**src/verilog/draw_seq_pkg.sv**
```systemverilog
/*
  package for the draw command sequencer: command codes, register offsets,
  setting layouts and reset values.
  assumes a single core clock domain and a plain strobe register port.
*/
package draw_seq_pkg;

  // command opcodes written to the command register
  typedef enum logic [3:0] {
    CMD_IDLE        = 4'h0,
    CMD_SOFT_RESET  = 4'h1,
    CMD_PUT_TXT_BM  = 4'h2,
    CMD_PUT_TXT_PK  = 4'h3,
    CMD_PUT_BM      = 4'h4,
    CMD_PUT_PK      = 4'h5,
    CMD_DRAW_LINE   = 4'h6,
    CMD_DRAW_RECT   = 4'h7
  } cmd_code_t;

  // anti-alias filter settings as written by software
  typedef struct packed {
    logic       enable;
    logic [2:0] mode;
    logic [3:0] weight;
  } aaf_settings_t;

  // pixel engine options carried with a load command
  typedef struct packed {
    logic background_write_enable;
    logic transparent_colour_enable;
  } pe_opts_t;

  typedef enum logic [1:0] {
    ST_IDLE = 2'b00,
    ST_RUN  = 2'b01,
    ST_DONE = 2'b10
  } seq_state_t;

  localparam int ADDR_W = 4;
  localparam int DATA_W = 16;

  localparam logic [ADDR_W-1:0] OFS_COMMAND  = 4'h0;
  localparam logic [ADDR_W-1:0] OFS_FILTER   = 4'h1;
  localparam logic [ADDR_W-1:0] OFS_PE_OPTS  = 4'h2;
  localparam logic [ADDR_W-1:0] OFS_LENGTH   = 4'h3;
  localparam logic [ADDR_W-1:0] OFS_STATUS   = 4'h4;
  localparam logic [ADDR_W-1:0] OFS_ACTIVE   = 4'h5;
  localparam logic [ADDR_W-1:0] OFS_LAST_CMD = 4'h6;

  // status word bit positions
  localparam int ST_BIT_BUSY     = 0;
  localparam int ST_BIT_CWEN     = 1;
  localparam int ST_BIT_EARLY    = 2;
  localparam int ST_BIT_STALE    = 3;
  localparam int ST_BIT_PE_DONE  = 4;

  localparam aaf_settings_t FILTER_RESET = 8'h00;
  localparam pe_opts_t PE_OPTS_RESET = 2'b10;
  localparam logic [DATA_W-1:0] LENGTH_RESET = 16'h0001;
  localparam logic [DATA_W-1:0] READ_ZERO = 16'h0000;

endpackage

```
**src/verilog/pixel_stream_tracker.sv**
```systemverilog
/*
  pixel stream tracker: counts generated pixels of a load command and flags
  which of them reach video memory, to tell when the memory stream ends.
  assumes the main sequencer pulses start for one cycle and steps one pixel a cycle.
*/
`timescale 1ns/1ps
module pixel_stream_tracker #(
  parameter int CNT_W = 16
) (
  // clock and reset
  input wire logic core_clk,
  input wire logic rst_n,
  // control
  input wire logic start,
  input wire logic [CNT_W-1:0] length,
  input wire logic suppress,
  // progress
  output logic running,
  output logic stream_done,
  output logic proc_done
);

  logic [CNT_W-1:0] left_q;
  logic [CNT_W-1:0] left_d;
  logic [CNT_W-1:0] tail_q;
  logic [CNT_W-1:0] tail_d;
  logic running_d;
  logic stream_done_d;
  logic proc_done_d;
  wire last_pixel = running && (left_q == {{(CNT_W-1){1'b0}}, 1'b1});

  // trailing quarter of the pixels is treated as background when suppressed,
  // so the memory stream ends before processing does
  assign left_d = start ? length : (running ? left_q - 1'b1 : left_q);
  assign tail_d = start ? (suppress ? (length >> 2) : '0) : tail_q;
  assign running_d = start ? (length != '0) : (running && !last_pixel);
  assign stream_done_d = running && (left_q == tail_q + 1'b1);
  assign proc_done_d = last_pixel;

  always_ff @(posedge core_clk) begin
    if (!rst_n) begin
      left_q <= '0;
      tail_q <= '0;
      running <= 1'b0;
      stream_done <= 1'b0;
      proc_done <= 1'b0;
    end else begin
      left_q <= left_d;
      tail_q <= tail_d;
      running <= running_d;
      stream_done <= stream_done_d;
      proc_done <= proc_done_d;
    end
  end

endmodule // pixel_stream_tracker

```
**src/verilog/draw_command_sequencing.sv**
```systemverilog
/*
  draw command sequencer: takes host commands, double buffers the anti-alias
  filter settings and runs the pixel engine load commands.
  assumes a synchronous register port in the core clock domain, read data one
  cycle after the read strobe.
*/
// Behaviour
// - filter settings double buffered per draw command
// - dummy draw keeps pre-reset filter options
// - four bitmap/texture load commands provided
// - suppression: bg enable 0, transparent 1
// - memory stream may end before processing
// - engine may report done before stop
`timescale 1ns/1ps
module draw_command_sequencing #(
  parameter int CNT_W = 16
) (
  // clock and reset
  input wire logic core_clk,
  input wire logic rst_n,
  // register port
  input wire logic [draw_seq_pkg::ADDR_W-1:0] reg_addr,
  input wire logic [draw_seq_pkg::DATA_W-1:0] reg_wdata,
  input wire logic reg_wr,
  input wire logic reg_rd,
  output logic [draw_seq_pkg::DATA_W-1:0] reg_rdata,
  // filter and engine status
  output draw_seq_pkg::aaf_settings_t filter_active,
  output logic filter_enable_signal,
  output logic command_write_allowed_flag,
  output logic pe_busy,
  output logic cmd_done
);
  import draw_seq_pkg::*;

  seq_state_t state_q;
  seq_state_t state_d;
  aaf_settings_t filter_shadow_q;
  aaf_settings_t filter_active_d;
  pe_opts_t pe_opts_q;
  logic [CNT_W-1:0] length_q;
  cmd_code_t last_cmd_q;
  logic early_done_q;
  logic stale_pending_q;
  logic pe_done_seen_q;
  logic [DATA_W-1:0] rdata_d;
  logic trk_running;
  logic trk_stream_done;
  logic trk_proc_done;

  function automatic logic is_load_cmd(input logic [3:0] code);
    is_load_cmd = (code == CMD_PUT_TXT_BM) || (code == CMD_PUT_TXT_PK) ||
                  (code == CMD_PUT_BM) || (code == CMD_PUT_PK);
  endfunction

  function automatic logic is_draw_cmd(input logic [3:0] code);
    is_draw_cmd = is_load_cmd(code) || (code == CMD_DRAW_LINE) || (code == CMD_DRAW_RECT);
  endfunction

  function automatic logic is_text_cmd(input logic [3:0] code);
    is_text_cmd = (code == CMD_PUT_TXT_BM) || (code == CMD_PUT_TXT_PK);
  endfunction

  // register port decode
  wire wr_cmd = reg_wr && (reg_addr == OFS_COMMAND);
  wire wr_filter = reg_wr && (reg_addr == OFS_FILTER);
  wire wr_opts = reg_wr && (reg_addr == OFS_PE_OPTS);
  wire wr_len = reg_wr && (reg_addr == OFS_LENGTH);
  wire [3:0] cmd_code = reg_wdata[3:0];
  wire cmd_ok = wr_cmd && (state_q == ST_IDLE);
  wire start_draw = cmd_ok && is_draw_cmd(cmd_code);
  wire start_load = cmd_ok && is_load_cmd(cmd_code);
  wire start_idle = cmd_ok && (cmd_code == CMD_IDLE);
  wire start_reset = wr_cmd && (cmd_code == CMD_SOFT_RESET);
  wire busy = (state_q != ST_IDLE);

  // suppression select differs per command family
  wire suppress = is_text_cmd(cmd_code) ? !pe_opts_q.background_write_enable
                                        : pe_opts_q.transparent_colour_enable;

  // settings move to the filter only at a draw start; a draw after a soft
  // reset that cut a filtered draw still runs on the pre-reset copy
  assign filter_active_d = (start_draw && !stale_pending_q) ? filter_shadow_q : filter_active;

  // engine may finish its memory stream early and report done itself
  logic suppress_q;
  wire pe_report = trk_stream_done && suppress_q;

  always_comb begin
    state_d = state_q;
    unique case (state_q)
      ST_IDLE: begin
        if (start_load) state_d = ST_RUN;
        else if (start_draw || start_idle) state_d = ST_DONE;
      end
      ST_RUN: begin
        if (trk_proc_done) state_d = ST_DONE;
      end
      ST_DONE: state_d = ST_IDLE;
      default: state_d = ST_IDLE;
    endcase
    if (start_reset) state_d = ST_IDLE;
  end

  always_comb begin
    unique case (reg_addr)
      OFS_FILTER: rdata_d = {{(DATA_W-8){1'b0}}, filter_shadow_q};
      OFS_PE_OPTS: rdata_d = {{(DATA_W-2){1'b0}}, pe_opts_q};
      OFS_LENGTH: rdata_d = DATA_W'(length_q);
      OFS_STATUS: rdata_d = {{(DATA_W-5){1'b0}}, pe_done_seen_q, stale_pending_q, early_done_q,
                             !busy, busy};
      OFS_ACTIVE: rdata_d = {{(DATA_W-8){1'b0}}, filter_active};
      OFS_LAST_CMD: rdata_d = {{(DATA_W-4){1'b0}}, last_cmd_q};
      default: rdata_d = READ_ZERO;
    endcase
  end

  pixel_stream_tracker #(
    .CNT_W(CNT_W)
  ) u_tracker (
    .core_clk(core_clk),
    .rst_n(rst_n && !start_reset),
    .start(start_load),
    .length(length_q),
    .suppress(suppress),
    .running(trk_running),
    .stream_done(trk_stream_done),
    .proc_done(trk_proc_done)
  );

  always_ff @(posedge core_clk) begin
    if (!rst_n) begin
      state_q <= ST_IDLE;
      filter_shadow_q <= FILTER_RESET;
      filter_active <= FILTER_RESET;
      filter_enable_signal <= 1'b0;
      pe_opts_q <= PE_OPTS_RESET;
      length_q <= CNT_W'(LENGTH_RESET);
      last_cmd_q <= CMD_IDLE;
      suppress_q <= 1'b0;
      stale_pending_q <= 1'b0;
      early_done_q <= 1'b0;
      pe_done_seen_q <= 1'b0;
      reg_rdata <= READ_ZERO;
      command_write_allowed_flag <= 1'b1;
      pe_busy <= 1'b0;
      cmd_done <= 1'b0;
    end else begin
      state_q <= state_d;
      if (wr_filter) filter_shadow_q <= aaf_settings_t'(reg_wdata[7:0]);
      filter_active <= filter_active_d;
      filter_enable_signal <= filter_active_d.enable;
      if (wr_opts) pe_opts_q <= pe_opts_t'(reg_wdata[1:0]);
      if (wr_len) length_q <= CNT_W'(reg_wdata);
      if (cmd_ok || start_reset) last_cmd_q <= cmd_code_t'(cmd_code);
      if (start_load) suppress_q <= suppress;
      // reset during a filtered draw leaves the old options latched
      if (start_reset && busy && filter_active.enable) stale_pending_q <= 1'b1;
      else if (start_draw) stale_pending_q <= 1'b0;
      // early report marks that idle then soft reset must follow
      if (pe_report && trk_running) early_done_q <= 1'b1;
      else if (start_reset) early_done_q <= 1'b0;
      if (trk_proc_done || pe_report) pe_done_seen_q <= 1'b1;
      else if (cmd_ok) pe_done_seen_q <= 1'b0;
      reg_rdata <= reg_rd ? rdata_d : READ_ZERO;
      command_write_allowed_flag <= (state_d == ST_IDLE);
      pe_busy <= (state_d == ST_RUN);
      cmd_done <= (state_q != ST_DONE) && (state_d == ST_DONE);
    end
  end

endmodule // draw_command_sequencing

```
**config.mk**
```make
export PLATFORM = sky130hd
export DESIGN_NAME = draw_command_sequencing
export DESIGN_NICKNAME = d
export VERILOG_FILES = /design/src/verilog/draw_seq_pkg.sv /design/src/verilog/pixel_stream_tracker.sv /design/src/verilog/draw_command_sequencing.sv
export SDC_FILE = /design/constraint.sdc
export NUM_CORES = 1
export LEC_CHECK = 0
export BUFFER_PORTS_ARGS = -buffer_cell sky130_fd_sc_hd__buf_2
export CORE_UTILIZATION = 63
export CTS_CLUSTER_DIAMETER = 100
export DETAILED_ROUTE_END_ITERATION = 8
export PLACE_DENSITY = 0.85
export SETUP_SLACK_MARGIN = 0.02
export SLEW_MARGIN = 40
export SYNTH_ARGS = -nofsm -noshare
export SYNTH_HDL_FRONTEND = slang
export SYNTH_HIERARCHICAL = 1
export SYNTH_SLANG_ARGS = --single-unit
```
**constraint.sdc**
```tcl
create_clock -name core_clk -period 3.7 [get_ports core_clk]
set_clock_uncertainty 0.15 [all_clocks]
set_input_delay 0.185 -clock core_clk [delete_from_list [all_inputs] [get_ports core_clk]]
set_output_delay 0.185 -clock core_clk [all_outputs]
set_load 0.01 [all_outputs]
```
==> impl_metrics.yaml <==
cells_and_area:
  fin_nets: 628
  area_delta_synth_final_pct: 10.77
  drive_gt1_frac: 0.1535
  finalNonFillerCells: 705
  final_core_util: 0.7319
  num_antenna_cells: 0
grt:
  grt_pass1_wl_um: 19640
  first_global_vias: 4129
  grtUsageTotal: 0.2972
  gr-total-overflow: 0
  antenna_found_initial: 0
  grt_max_degree: 47
logic_synthesis:
  ys.flop_type: "dfxtp_1"
  avgSynthCellArea_um2: 8.680
  synth_nets: 588
  yosysMostFrequentCell: "dfxtp_1"
  synth.area.top_cells: "dfxtp_1 39%, nand2_1 6.1%, nor2b_1 4.5%"
  synth_common_cells: "96 x dfxtp_1, 79 x nand2_1, 35 x nor2b_1"
  synth.largest_area_cell: "dfxtp_1"
  synth_warnings: 6
  synthesis.instances: 561
  ys_ff_latch: 96
  ys_seq_area_frac: 0.3947
  synth_top_area_share: 0.3947
  synth_area_um2: 4870
  synthArstFlopShare: 0
  synth_cell_types: 69
  synth-edff-count: 0
min_path:
  min_path_cells: 3
  hp-class: "in -> reg"
  worstHoldEndpoint: "last_cmd_q[3]"
  holdCritStartpoint: "reg_wdata[3]"
timing:
  fmax_mhz: 377.6
  relSlewSlack: 0.5032
  worst_slew_pin_slew_ns: 0.7448
  layout_worst_path_cycle_share: 0.7158
  rsz0062_at_grt: "false"
  slew_violations: 0
  tns_ns: 0
  hold_viol: 0
  min_period_ns: 2.648
  finalSetupViolCount: 0
  setup_ws_ns: 1.052
floorplanning:
  num_io_pins: 52
  die_w_um: 89.92
  fp.dieH_um: 89.92
  die_area_um2: 8086
  std_cell_rows: 31
  core_um2: 7370
  start_util: 0.6608
power:
  pwr_density_cell_nw_per_um2: 344.9
  vdd_drop_max_mv: 0.2690
  p_leak_nw: 2.032
  p_total_w: 0.001860
setup_path:
  critPathTopFamily: "simple AND/OR/NAND/NOR gates"
  cp_num_buf_inv: 1
  cp_cell_sequence: "nor2_1, nand4_1, nor2_1, buf_4, and2_0, a22oi_1, nor2b_1"
  regToRegSetupSlack_ns: 1.05
  crit_type: "reg -> reg"
  critical_path_required_ns: 3.83
  path_max_fanout: 29
  cp-end-kind: "flip-flop"
  worst_path_most_repeated_cell: "nor2_1"
  worstReg2RegEnd: "u_tracker/tail_q[1]"
  timing.rr.start: "state_q[0]"
  cp_slowest_cell: "and2_0"
  worst_r2r_path_depth: 7
  start_kind: "flip-flop"
  max_stage_delay_ns: 0.65
  cp.arrival_ns: 2.78
clock_network:
  holdBufCountCts: 12
  cts_tree: "yes"
  ctsHtreeMaxLevel: 3
  insertion_delay_ns: 0.36
  cts_buffers: 9
  clk_pin_slew_ns: 0.10
  post-cts-setup-buffers: 0
  root_buffer: "clkbuf_8"
  clockBufferDepth: 2
  cts-resized-gates: 0
  cts_sinks: 96
routing:
  firstDrtPassIters: 5
  drtAntennaViolNets: 0
  drc: 0
  wl_per_cell_um: 16.92
  drtIter0Drc: 414
  wl_um: 11930
  drt-vias-per-instance: 6.105
  via_count: 4304
place:
  hpwl_um: 8392
  gp_congestion: 0.9195
  pre_cts_slack_ns: 0.9484
  post-place-cells: 677
  port_buffers: 51
run_status:
  status: "finished clean"
job:
  maxCapViolations: 0
## registers in the layout, summed over array words and instances (netlist names), 2 cells and up
register and cells:
length_q 16, reg_rdata 16, u_tracker/left_q 16, u_tracker/tail_q 14, filter_shadow_q 8, filter_active 7
last_cmd_q 4, pe_opts_q 2, state_q 2
## through the flow
stage          hold WS, ns  cell area [um2]
2_1_floorplan       0.1698             4870
3_3_place_gp        0.2734             5080
3_5_place_dp        0.2828             5080
4_1_cts            0.02105             5394
5_1_grt            0.03222             5394
6_report           0.03774             5394
## how the worst max path moves through the flow
stage                startpoint                     to  slack, ns  cells past startpoint
finish               state_q[0]    u_tracker/tail_q[1]       1.05                      7
global route         state_q[0]    u_tracker/tail_q[8]       0.78                      8
CTS                  state_q[0]    u_tracker/tail_q[1]       1.13                      7
detailed placement  reg_addr[0]  u_tracker/stream_done       0.95                     11
global placement    reg_addr[0]  u_tracker/stream_done       1.08                     11
floorplan            state_q[0]    u_tracker/tail_q[8]       1.46                      9
## final cells by class
class | count | area (um2)
Fill cell | 536 | 1976
Sequential cell | 96 | 1922
Inverter | 8 | 30.03
Multi-Input combinational cell | 419 | 2719
Tap cell | 99 | 123.9
Timing Repair Buffer | 67 | 405.4
Clock buffer | 10 | 127.6
Clock inverter | 6 | 66.31
## worst reg2reg max path: stages (launching register included)
cell and delay, ns:
dfxtp_1 0.37, nor2_1 0.44, nand4_1 0.18, nor2_1 0.14, buf_4 0.28, and2_0 0.66, a22oi_1 0.19, nor2b_1 0.16
## routing by layer
metal | share of wire | vias up | routed length [um] | GRT usage
li1 | - | 2060 | - | -
met1 | 0.45 | 2020 | 5335 | 0.4089
met2 | 0.46 | 198 | 5516 | 0.4801
met3 | 0.069 | 26 | 822 | 0.03723
met4 | 0.022 | 0 | 257 | 0.1089
met5 | 0 | - | 0 | 0
## cell families after synthesis
group	after synthesis	share of synthesized area
and+or+nand+nor	249	0.2888
muxes	16	0.03417
AOI/OAI and AO/OA	117	0.1665
buffers and inverters	46	0.04702
DFF	96	0.3947
xor gates and xnor gates	34	0.06115
adders and majority gates	3	0.007709
## placed cells by master (no fill, tap or decap), types with 8 or more instances in the layout
master	synthesis	final
nand3_1	26	26
nor3_1	12	12
dfxtp_1	96	96
o21ai_0	19	19
a22oi_1	15	15
buf_2	10	51
a21boi_0	18	18
clkbuf_8	0	9
a21oi_1	18	18
inv_1	8	8
nor2b_1	35	35
mux2i_1	11	11
nand4_1	8	8
xnor2_1	24	24
dlygate4sd3_1	0	12
xor2_1	10	10
and2_1	20	20
nand2_1	79	79
a21boi_1	9	9
nor2_1	17	17
## power by group
part / leakage, nW / internal, W / switching (W)
combinational: 1.16 / 0.0000544 / 0.0000746
sequential: 0.774 / 0.00104 / 0.00000927
clock: 0.101 / 0.000317 / 0.000366
total: 2.03 / 0.00141 / 0.000449
Power figures use the tool's default switching activity.
